File: src/verilog/tmrc_pkg.sv
// Constants for the timer2 control, flag and counting block
package tmrc_pkg;
  // Special-function-space addresses
  localparam logic [7:0] TMRC_ADDR_CTRL = 8'hC8; // timer2_control
  localparam logic [7:0] TMRC_ADDR_RLL = 8'hCA; // reload_low_byte
  localparam logic [7:0] TMRC_ADDR_RLH = 8'hCB; // reload_high_byte
  localparam logic [7:0] TMRC_ADDR_CNTL = 8'hCC; // count_low_byte
  localparam logic [7:0] TMRC_ADDR_CNTH = 8'hCD; // count_high_byte
  // Bit positions inside timer2_control
  localparam int unsigned TMRC_BIT_TFH = 7; // high_overflow_flag
  localparam int unsigned TMRC_BIT_TFL = 6; // low_overflow_flag
  localparam int unsigned TMRC_BIT_LEN = 5; // low_byte_irq_enable
  localparam int unsigned TMRC_BIT_CEN = 4; // lfo_capture_enable
  localparam int unsigned TMRC_BIT_SPLIT = 3; // split_mode_select
  localparam int unsigned TMRC_BIT_RUN = 2; // run_control
  localparam logic [2:0] TMRC_BIT_UNUSED = 3'h1; // always reads zero
  localparam int unsigned TMRC_BIT_XCLK = 0; // ext_clock_select
  // Reset values and masks
  localparam logic [7:0] TMRC_CTRL_RST = 8'h00; // Control reset value
  localparam logic [7:0] TMRC_CTRL_WMASK = 8'hFD; // Writable control bits
  localparam logic [15:0] TMRC_CNT_RST = 16'h0000; // Count reset value
  localparam logic [15:0] TMRC_RL_RST = 16'h0000; // Reload reset value
  localparam logic [7:0] TMRC_RD_NONE = 8'h00; // Unmapped read value
  localparam logic [7:0] TMRC_BYTE_MAX = 8'hFF; // Byte rollover point
  localparam logic [15:0] TMRC_WORD_MAX = 16'hFFFF; // Word rollover point
  // Timing counts
  localparam int unsigned TMRC_CORE_DIV = 12; // Core clock prescale
  localparam logic [3:0] TMRC_DIV_LAST = 4'hB; // Last prescaler state
endpackage : tmrc_pkg

File: src/verilog/tmrc_timer2.sv
// Timer2 control register, flags, counters, reloads and interrupt request
`timescale 1ns/1ps
`default_nettype none

// Functional notes
// (RQ1) Upper byte wrap sets high overflow flag
// (RQ2) High flag plus enable raises interrupt
// (RQ3) Flags cleared only by software zero writes
// (RQ4) Lower byte wrap sets low flag always
// (RQ5) Low flag interrupts when low enable set
// (RQ6) Capture copies count to reload on fall
// (RQ7) Split select chooses 16-bit or 8+8
// (RQ8) Run gates counting; split gates upper only
// (RQ9) Control bit one reads zero, ignores writes
// (RQ10) Clock is core/12 or external/8 synced
// (RQ11) External select sources both split bytes
// (RQ12) Control at 0xC8, bit addressable, resets zero
// (RQ13) Full wrap loads reload pair into count
// (RQ14) Split halves reload from own bytes
// (RQ15) Capture edge also sets high flag
// (RQ16) Per-byte select forces core clock tick
// (RQ17) Hardware set beats same-cycle software clear
// (RQ18) External clock synchronised, edge makes tick
module tmrc_timer2
  import tmrc_pkg::*;
(
  input wire logic clock, // Core clock, 250 MHz
  input wire logic sys_rst, // Asynchronous reset, active high
  input wire logic [7:0] sfr_addr, // Byte access address
  input wire logic sfr_wr, // Byte write strobe
  input wire logic [7:0] sfr_wdata, // Byte write data
  input wire logic sfr_rd, // Byte read strobe
  output logic [7:0] sfr_rdata, // Read data, valid cycle after strobe
  input wire logic sfr_bit_wr, // Single-bit write strobe
  input wire logic [7:0] sfr_bit_addr, // Bit address
  input wire logic sfr_bit_val, // Bit value to write
  input wire logic timer_irq_enable, // Core's timer interrupt enable
  input wire logic high_byte_clock_select, // Upper byte uses core clock in split mode
  input wire logic low_byte_clock_select, // Lower byte uses core clock
  input wire logic ext_osc_div8, // External oscillator divided by 8
  input wire logic lfo_clk, // Low-frequency oscillator output
  output logic timer_irq // Interrupt request level
);
  import tmrc_pkg::*;

  // Two-stage synchronisers plus an edge stage
  logic ext_s1_q, ext_s2_q, ext_s3_q; // External clock chain
  logic lfo_s1_q, lfo_s2_q, lfo_s3_q; // Oscillator chain
  logic ext_tick; // One cycle per external rising edge
  logic lfo_fall; // One cycle per oscillator falling edge
  // Prescaler
  logic [3:0] div_q, div_d; // Divide-by-12 state
  logic div_tick; // One cycle in twelve
  // Control, count and reload state
  logic [7:0] ctrl_q, ctrl_d; // timer2_control
  logic [15:0] cnt_q, cnt_d; // count_high_byte:count_low_byte
  logic [15:0] rl_q, rl_d; // reload_high_byte:reload_low_byte
  logic tick_l, tick_h; // Per-byte count enables
  logic set_h, set_l; // Hardware flag set events
  logic clr_h; // Software clears high flag this cycle
  logic cnt_wr; // Software writes a count byte
  logic rl_wr; // Software writes a reload byte
  // Read and interrupt outputs
  logic [7:0] rdata_q, rdata_d; // Registered read data
  logic irq_q, irq_d; // Registered interrupt level

  // Byte address match, used by every register
  function automatic logic addr_hit(input logic [7:0] a, input logic [7:0] t);
    addr_hit = (a == t);
  endfunction

  // Synchronisers; the second and third stages feed the edge detect
  always_ff @(posedge clock or posedge sys_rst) begin
    if (sys_rst) begin
      ext_s1_q <= 1'b0;
      ext_s2_q <= 1'b0;
      ext_s3_q <= 1'b0;
      lfo_s1_q <= 1'b0;
      lfo_s2_q <= 1'b0;
      lfo_s3_q <= 1'b0;
    end else begin
      ext_s1_q <= ext_osc_div8;
      ext_s2_q <= ext_s1_q;
      ext_s3_q <= ext_s2_q;
      lfo_s1_q <= lfo_clk;
      lfo_s2_q <= lfo_s1_q;
      lfo_s3_q <= lfo_s2_q;
    end
  end

  // Edge detect on synchronised levels
  assign ext_tick = ext_s2_q & ~ext_s3_q; // see (RQ18)
  assign lfo_fall = ~lfo_s2_q & lfo_s3_q; // see (RQ6)

  // Core clock divide-by-12 prescaler
  always_comb begin
    div_d = (div_q == TMRC_DIV_LAST) ? 4'h0 : div_q + 4'h1; // see (RQ10)
  end
  assign div_tick = (div_q == TMRC_DIV_LAST);

  always_ff @(posedge clock or posedge sys_rst) begin
    if (sys_rst) begin
      div_q <= 4'h0;
    end else begin
      div_q <= div_d;
    end
  end

  // Per-byte clock source selection
  always_comb begin
    // Core tick when the byte's own select is set, else the shared source
    tick_l = low_byte_clock_select ? 1'b1
      : (ctrl_q[TMRC_BIT_XCLK] ? ext_tick : div_tick); // see (RQ16) (RQ11)
    tick_h = high_byte_clock_select ? 1'b1
      : (ctrl_q[TMRC_BIT_XCLK] ? ext_tick : div_tick); // see (RQ16) (RQ11)
  end

  // Software write decodes
  assign cnt_wr = sfr_wr
    && (addr_hit(sfr_addr, TMRC_ADDR_CNTL) || addr_hit(sfr_addr, TMRC_ADDR_CNTH));
  assign rl_wr = sfr_wr
    && (addr_hit(sfr_addr, TMRC_ADDR_RLL) || addr_hit(sfr_addr, TMRC_ADDR_RLH));

  // Counting, reload, capture and flag events
  always_comb begin
    cnt_d = cnt_q;
    rl_d = rl_q;
    set_h = 1'b0;
    set_l = 1'b0;
    if (!ctrl_q[TMRC_BIT_SPLIT]) begin
      // Single 16-bit timer on the lower byte's clock
      if (ctrl_q[TMRC_BIT_RUN] && tick_l) begin // see (RQ8) (RQ7)
        if (cnt_q == TMRC_WORD_MAX) begin
          cnt_d = rl_q; // see (RQ13)
          set_h = 1'b1; // see (RQ1)
          set_l = 1'b1; // see (RQ4)
        end else begin
          cnt_d = cnt_q + 16'h0001;
          set_l = (cnt_q[7:0] == TMRC_BYTE_MAX); // see (RQ4)
        end
      end
    end else begin
      // Lower byte always runs in split operation
      if (tick_l) begin // see (RQ8) (RQ7)
        if (cnt_q[7:0] == TMRC_BYTE_MAX) begin
          cnt_d[7:0] = rl_q[7:0]; // see (RQ14)
          set_l = 1'b1; // see (RQ4)
        end else begin
          cnt_d[7:0] = cnt_q[7:0] + 8'h01;
        end
      end
      // Upper byte gated by run control
      if (ctrl_q[TMRC_BIT_RUN] && tick_h) begin // see (RQ8)
        if (cnt_q[15:8] == TMRC_BYTE_MAX) begin
          cnt_d[15:8] = rl_q[15:8]; // see (RQ14)
          set_h = 1'b1; // see (RQ1)
        end else begin
          cnt_d[15:8] = cnt_q[15:8] + 8'h01;
        end
      end
    end
    // Oscillator capture into reload pair
    if (ctrl_q[TMRC_BIT_CEN] && lfo_fall) begin
      rl_d = cnt_q; // see (RQ6)
      set_h = 1'b1; // see (RQ15)
    end
    // Software writes override hardware on data bytes
    if (sfr_wr && addr_hit(sfr_addr, TMRC_ADDR_CNTL)) begin
      cnt_d[7:0] = sfr_wdata;
    end
    if (sfr_wr && addr_hit(sfr_addr, TMRC_ADDR_CNTH)) begin
      cnt_d[15:8] = sfr_wdata;
    end
    if (sfr_wr && addr_hit(sfr_addr, TMRC_ADDR_RLL)) begin
      rl_d[7:0] = sfr_wdata;
    end
    if (sfr_wr && addr_hit(sfr_addr, TMRC_ADDR_RLH)) begin
      rl_d[15:8] = sfr_wdata;
    end
  end

  // Control register: byte and bit writes, then hardware sets
  always_comb begin
    ctrl_d = ctrl_q;
    if (sfr_wr && addr_hit(sfr_addr, TMRC_ADDR_CTRL)) begin // see (RQ12)
      ctrl_d = sfr_wdata & TMRC_CTRL_WMASK; // see (RQ9) (RQ3)
    end
    if (sfr_bit_wr && (sfr_bit_addr[7:3] == TMRC_ADDR_CTRL[7:3])
        && (sfr_bit_addr[2:0] != TMRC_BIT_UNUSED)) begin // see (RQ12) (RQ9)
      ctrl_d[sfr_bit_addr[2:0]] = sfr_bit_val; // see (RQ3)
    end
    // Set after the clear so no overflow is lost
    if (set_h) begin
      ctrl_d[TMRC_BIT_TFH] = 1'b1; // see (RQ17)
    end
    if (set_l) begin
      ctrl_d[TMRC_BIT_TFL] = 1'b1; // see (RQ17)
    end
  end

  // Software clear of the high flag, watched by checks
  assign clr_h = (sfr_wr && addr_hit(sfr_addr, TMRC_ADDR_CTRL) && !sfr_wdata[TMRC_BIT_TFH])
    || (sfr_bit_wr && (sfr_bit_addr[7:3] == TMRC_ADDR_CTRL[7:3])
        && (sfr_bit_addr[2:0] == 3'(TMRC_BIT_TFH)) && !sfr_bit_val);

  // Read mux, registered
  always_comb begin
    rdata_d = rdata_q;
    if (sfr_rd) begin
      unique case (sfr_addr)
        TMRC_ADDR_CTRL: rdata_d = ctrl_q; // see (RQ9)
        TMRC_ADDR_RLL: rdata_d = rl_q[7:0];
        TMRC_ADDR_RLH: rdata_d = rl_q[15:8];
        TMRC_ADDR_CNTL: rdata_d = cnt_q[7:0];
        TMRC_ADDR_CNTH: rdata_d = cnt_q[15:8];
        default: rdata_d = TMRC_RD_NONE; // Unmapped address
      endcase
    end
  end

  // Interrupt request from sticky flags
  always_comb begin
    irq_d = timer_irq_enable && (ctrl_q[TMRC_BIT_TFH]
      || (ctrl_q[TMRC_BIT_LEN] && ctrl_q[TMRC_BIT_TFL])); // see (RQ2) (RQ5)
  end

  // State registers
  always_ff @(posedge clock or posedge sys_rst) begin
    if (sys_rst) begin
      ctrl_q <= TMRC_CTRL_RST; // see (RQ12)
      cnt_q <= TMRC_CNT_RST;
      rl_q <= TMRC_RL_RST;
      rdata_q <= TMRC_RD_NONE;
      irq_q <= 1'b0;
    end else begin
      ctrl_q <= ctrl_d;
      cnt_q <= cnt_d;
      rl_q <= rl_d;
      rdata_q <= rdata_d;
      irq_q <= irq_d;
    end
  end

  assign sfr_rdata = rdata_q;
  assign timer_irq = irq_q;
endmodule : tmrc_timer2

`default_nettype wire

File: config.mk
export PLATFORM = sky130hd
export DESIGN_NAME = tmrc_timer2
export DESIGN_NICKNAME = d
export VERILOG_FILES = /design/src/verilog/tmrc_pkg.sv /design/src/verilog/tmrc_timer2.sv
export SDC_FILE = /design/constraint.sdc
export NUM_CORES = 1
export LEC_CHECK = 0
export BUFFER_PORTS_ARGS = -buffer_cell sky130_fd_sc_hd__buf_2
export CAP_MARGIN = 5
export CELL_PAD_IN_SITES_DETAIL_PLACEMENT = 1
export CELL_PAD_IN_SITES_GLOBAL_PLACEMENT = 1
export CORE_MARGIN = 1.5
export CORE_UTILIZATION = 40
export DETAILED_ROUTE_END_ITERATION = 6
export GPL_TIMING_DRIVEN = 0
export PLACE_DENSITY = 0.78
export REMOVE_ABC_BUFFERS = 1
export SLEW_MARGIN = 20
export SYNTH_ARGS = -nofsm -noshare
export SYNTH_HDL_FRONTEND = slang
export SYNTH_SLANG_ARGS = --single-unit
export TNS_END_PERCENT = 1
File: constraint.sdc
create_clock -name clock -period 4.1 [get_ports clock]
set_clock_uncertainty 0.15 [all_clocks]
set_input_delay 0.41 -clock clock [delete_from_list [all_inputs] [get_ports clock]]
set_output_delay 0.41 -clock clock [all_outputs]
set_load 0.01 [all_outputs]
# Yosys cells after proc, flatten, opt, wreduce, memory -nomap -nowiden
# Cells that the tools add are included.
# op_classes
addsub	4
n_mul	0
n_div	0
order_cmp	2
eq_ne	13
shift	0
muxes	35
n_bitwise	4
n_reduce_logical	20
# ops
operator	count
8-bit two-way mux	10
16-bit two-way mux	4
8-bit == test (second input constant)	7
8-bit case mux with 5 select lines	1
1-bit two-way mux	17
16-bit by 1-bit adder with 16-bit output (second input constant)	1
8-bit by 1-bit adder with 8-bit output (second input constant)	2
16-bit == test (second input constant)	1
1-bit logical AND	13
3-bit by 1-bit inequality test with 1-bit output (second input constant)	3
8-bit bitwise mux	1
3-bit nonzero test	2
5-bit == test (second input constant)	1
4-bit by 1-bit adder with 4-bit output (second input constant)	1
4-bit == test (second input constant)	1
3-bit by 4-bit less-than comparator with 1-bit output (second input constant)	1
4-bit two-way mux	1
2-bit AND reduction	2
2-bit nonzero test	2
1-bit demux with 3-bit select	1
3-bit by 1-bit >= comparator with 1-bit output (second input constant)	1
1-bit AND	2
1-bit inverter	2
1-bit logical OR	1
# totals
regBits	59
latch_bits	0
ram_bits	0
rom_bits	0
input_bits	35
out_inout_bits	9
elab_cells	92
mem_count	0

# Logic depth before layout (Yosys ltp)
# logic_depth
word_depth	9
ltp_mapped	7
ltp_nobuf	6

# Least setup slack after synthesis
# Ideal clock, no wire load.
# synth_timing
kind	register -> register
startpoint	register div_q[0]
endpoint	register cnt_q[12]
setup_time_ps	138
arrival_ps	1756
t_required_ps	3812
path_slack_ps	2056
stages_incl_launch_ff	7
path_buffers	0
synth_period_minus_slack_ps	2044
cell_sequence	dfrtp_1 ha_1 and4bb_2 o31ai_1 a21oi_1 a41oi_1 o31ai_1
# synth_via
elab_chain_cells	6
elab_cells_between_ends	9
cone_classes	eq/ne: 2; mux: 3; reduce/logical: 4
# synth_rtl
item	line	text
from (decl)	tmrc_timer2.sv:52	logic [3:0] div_q, div_d;
from (signal assigned)	tmrc_timer2.sv:105	div_q <= div_d;
4-bit == test *	tmrc_timer2.sv:99	assign div_tick = (div_q == TMRC_DIV_LAST);
1-bit two-way mux *	tmrc_timer2.sv:113, tmrc_timer2.sv:115	
1-bit two-way mux (on tied branches)	tmrc_timer2.sv:114, tmrc_timer2.sv:112	
1-bit logical AND (on tied branches)	tmrc_timer2.sv:153, tmrc_timer2.sv:132	
3-bit by 1-bit inequality test with 1-bit output (no source line) or 3-bit nonzero test (tied branches)	n/a	
2-bit AND reduction (no source line) *	n/a	
to (signal assigned)	tmrc_timer2.sv:237	cnt_q <= cnt_d;
to (decl)	tmrc_timer2.sv:56	logic [15:0] cnt_q, cnt_d;
# Mark *: on every way between the ends. The rest lies on a longest branch, timed or not.
# A chain may end at the register's enable or synchronous reset.

# Final worst setup path
# layout_timing
startpoint	register ctrl_q[3]
endpoint	register cnt_q[12]
# layout_via
elab_chain_cells	2
elab_cells_between_ends	5
cone_classes	eq/ne: 1; mux: 2; reduce/logical: 2
# layout_rtl
item	line	text
from (decl)	tmrc_timer2.sv:55	logic [7:0] ctrl_q, ctrl_d;
from (signal assigned)	tmrc_timer2.sv:236	ctrl_q <= ctrl_d;
3-bit by 1-bit inequality test with 1-bit output (no source line) (tied with other cells)	n/a	
2-bit AND reduction (no source line) or 8-bit two-way mux (tied branches)	n/a	
# Several ways; a longest one is shown, not always the timed one.

==> reports/results.txt <==
Routed vias = 3352
CTS tree = yes
Skew-Pair Late Insertion Delay = 340 ps
Setup TNS = 0 ps
Hold Path Class = input pin to flop
RSZ-0062 raised after global routing = false
Synth area leaders = dfrtp_1 (42%), mux2i_1 (9.6%), nor2_1 (4.7%), a21oi_1 (4.5%), nand2_1 (3.3%)
H-tree depth = 3
Clk buf depth = 2
Placer Congestion = 0.868
CTS root buf = clkbuf_8
CP Capture Type = flop
Initial Util = 0.410
Chip width = 97.3 um
Yosys cell types = 58
Most used cell along the critical path = o31ai_1
Yosys Warn Count = 0
CP max FO = 17
DR WL/cell = 20.9 um
Pre-CTS setup slack = 1260 ps
Crit-path cells = mux2_2, o31ai_1, a21oi_1, a41oi_1, o31ai_1
Slowest cell delay on critical path = 760 ps
Compound-Gate Fraction of Synth Area = 0.221
Fin worst setup slack = 1260 ps
Adder-Cell Fraction of Synth Area = 0.0106
Max-slew headroom = 0.262
Total core area = 8680 um^2
Row Count = 34
Synth async-reset ratio = 1.00
Die area = 9470 um^2
Crit Path Class = flop to flop
Crit path arrival time = 2890 ps
Initial drt markers = 181
Layout area overhead = 15.4%
Hold_ws = 26.4 ps
Final nets = 466
Post-layout instance area = 4110 um^2
Final hold viol count = 0
Yosys reg bits = 59
EDFF count, synth = 0
Antenna Cells = 0
Post-DP HPWL = 8390 um
Vias/cell = 6.20
Power per cell area = 458 nW/um^2
Fin crit share = 0.692
Final setup violating endpoints = 0
Top cell type's share of synthesized area = 0.415
Post-layout min period = 2840 ps
Leading area contributor after synthesis = dfrtp_1
Clk pin slew, worst setup/hold paths = 70 ps
Largest family of logic cells by synthesized area = compound AO/OA/AOI/OAI gates
Post-synthesis sequential area ratio = 0.415
Vias in the first global route = 3570
Placed Instance Area = 3870 um^2
Final Max Slew Viols = 0
DRC errors left = 0
Maxcap violations = 0
Post-Synth Simple-Gate Area = 0.199
Cells after synthesis = 393
Multiplexer share of the synthesized area = 0.0988
Top post-synthesis cells by count = dfrtp_1 (59), nor2_1 (45), mux2i_1 (34)
Top_reg_cell synth = dfrtp_1
Largest net degree at the start of global routing = 32
VDD IR-drop max = 0.000213 V
Post-Syn Area = 3560 um^2
GRT Residual Overflow = 0
Synth Area per Inst = 9.05 um^2
Initial antenna violation count = 0
Number of port buffers = 43
Clock sinks = 59
Worst-Margin Slew = 1100 ps
Drt first pass iters = 4
Critical Path RT = 4150 ps
Post-route ant nets = 0
Num CTS Buffers = 9
Crit-path slowest cell = o31ai_1
Max frequency = 0.352 GHz
Status = finished, final reports clean
All-layer global routing usage = 0.251
Final WL = 11300 um
First-pass GRT wire length = 18700 um
Share of layout cells above drive strength 1 = 0.166
Top-count cell post-synth = dfrtp_1
Leak = 1.77 nW
# fillers = 1046
Chip height = 97.3 um
Synth Area in XOR/XNOR = 0.0148
Startpoint types = flop
I/O pin cnt = 44
critical path: cells and delay by family, from the launching register on:
family / cells / cell delay (ps)
AOI/OAI and AO/OA: 4 / 1420
DFF: 1 / 700
muxes: 1 / 430
stage by stage:
| step | utilization | cells | power (mW) |
|---|---|---|---|
| floorplan | - | 370 | 1.10 |
| global placement | 0.439 | 521 | 1.25 |
| detailed placement | 0.446 | 524 | 1.27 |
| CTS | 0.473 | 541 | 1.89 |
| global route | 0.473 | 541 | 1.99 |
| finish | 0.473 | 541 | 1.88 |
flip-flops by register name (all words and copies together) (netlist names), 4 cells and up:
signal and flops:
ctrl_q 8, rl_q 16, div_q 4, sfr_rdata 8
cnt_q 16
per-layer routing:
metal,share of wire,GRT usage
met1,0.44,0.323
met3,0.039,0.0374
met5,0,0
met2,0.49,0.422
met4,0.030,0.110
worst paths after layout:
check	cells past startpoint	slack, ps	from	end
max	5	1260	ctrl_q[3]$_DFF_PP0_	cnt_q[12]$_DFFE_PP0P_
min	1	30	lfo_clk	lfo_s1_q$_DFF_PP0_
max reg2reg	5	1260	ctrl_q[3]$_DFF_PP0_	cnt_q[12]$_DFFE_PP0P_
min reg2reg	0	200	lfo_s1_q$_DFF_PP0_	lfo_s2_q$_DFF_PP0_
max in group asynchronous	4	2830	sys_rst	ctrl_q[0]$_DFF_PP0_
min in group asynchronous	3	450	sys_rst	lfo_s1_q$_DFF_PP0_
layout make-up:
type	count	area [um^2]	share of cell area
Clock buffer	12	155	0.0378
Clock inverter	4	72.6	0.0177
Inverter	12	47.5	0.0116
Multi-Input combinational cell	299	1950	0.475
Sequential cell	59	1480	0.360
Tap cell	108	135	0.0329
Timing Repair Buffer	47	268	0.0652
cell families (layout without fill, tap and decap cells):
logic type / Yosys count / after routing
simple gates: 137 / 137
compound gates: 118 / 118
flops: 59 / 59
mux: 35 / 35
buf+inv: 35 / 75
xor+xnor: 6 / 6
fa+ha+maj: 3 / 3
what timing repair did:
item | CTS | global route
hold endpoints to repair | 28 | 0
hold buffers | 1 | 0
gates resized for setup | 0 | 0
setup buffers | 0 | 0
power breakdown:
part | leakage (nW) | total (mW) | switching (mW) | internal (mW)
sequential | 0.722 | 0.917 | 0.204 | 0.713
clock | 0.113 | 0.609 | 0.234 | 0.375
combinational | 0.933 | 0.356 | 0.183 | 0.173
layout by cell type, fill, tap and decap left out, types with 11 or more instances in the layout:
cell,count
a21oi_1,32
buf_2,43
clkbuf_8,11
dfrtp_1,59
inv_1,11
mux2i_1,34
nand2_1,31
nand3_1,11
nor2_1,45
o21ai_0,21
o31ai_1,11
No activity file was read; power rests on OpenSTA's default activity.
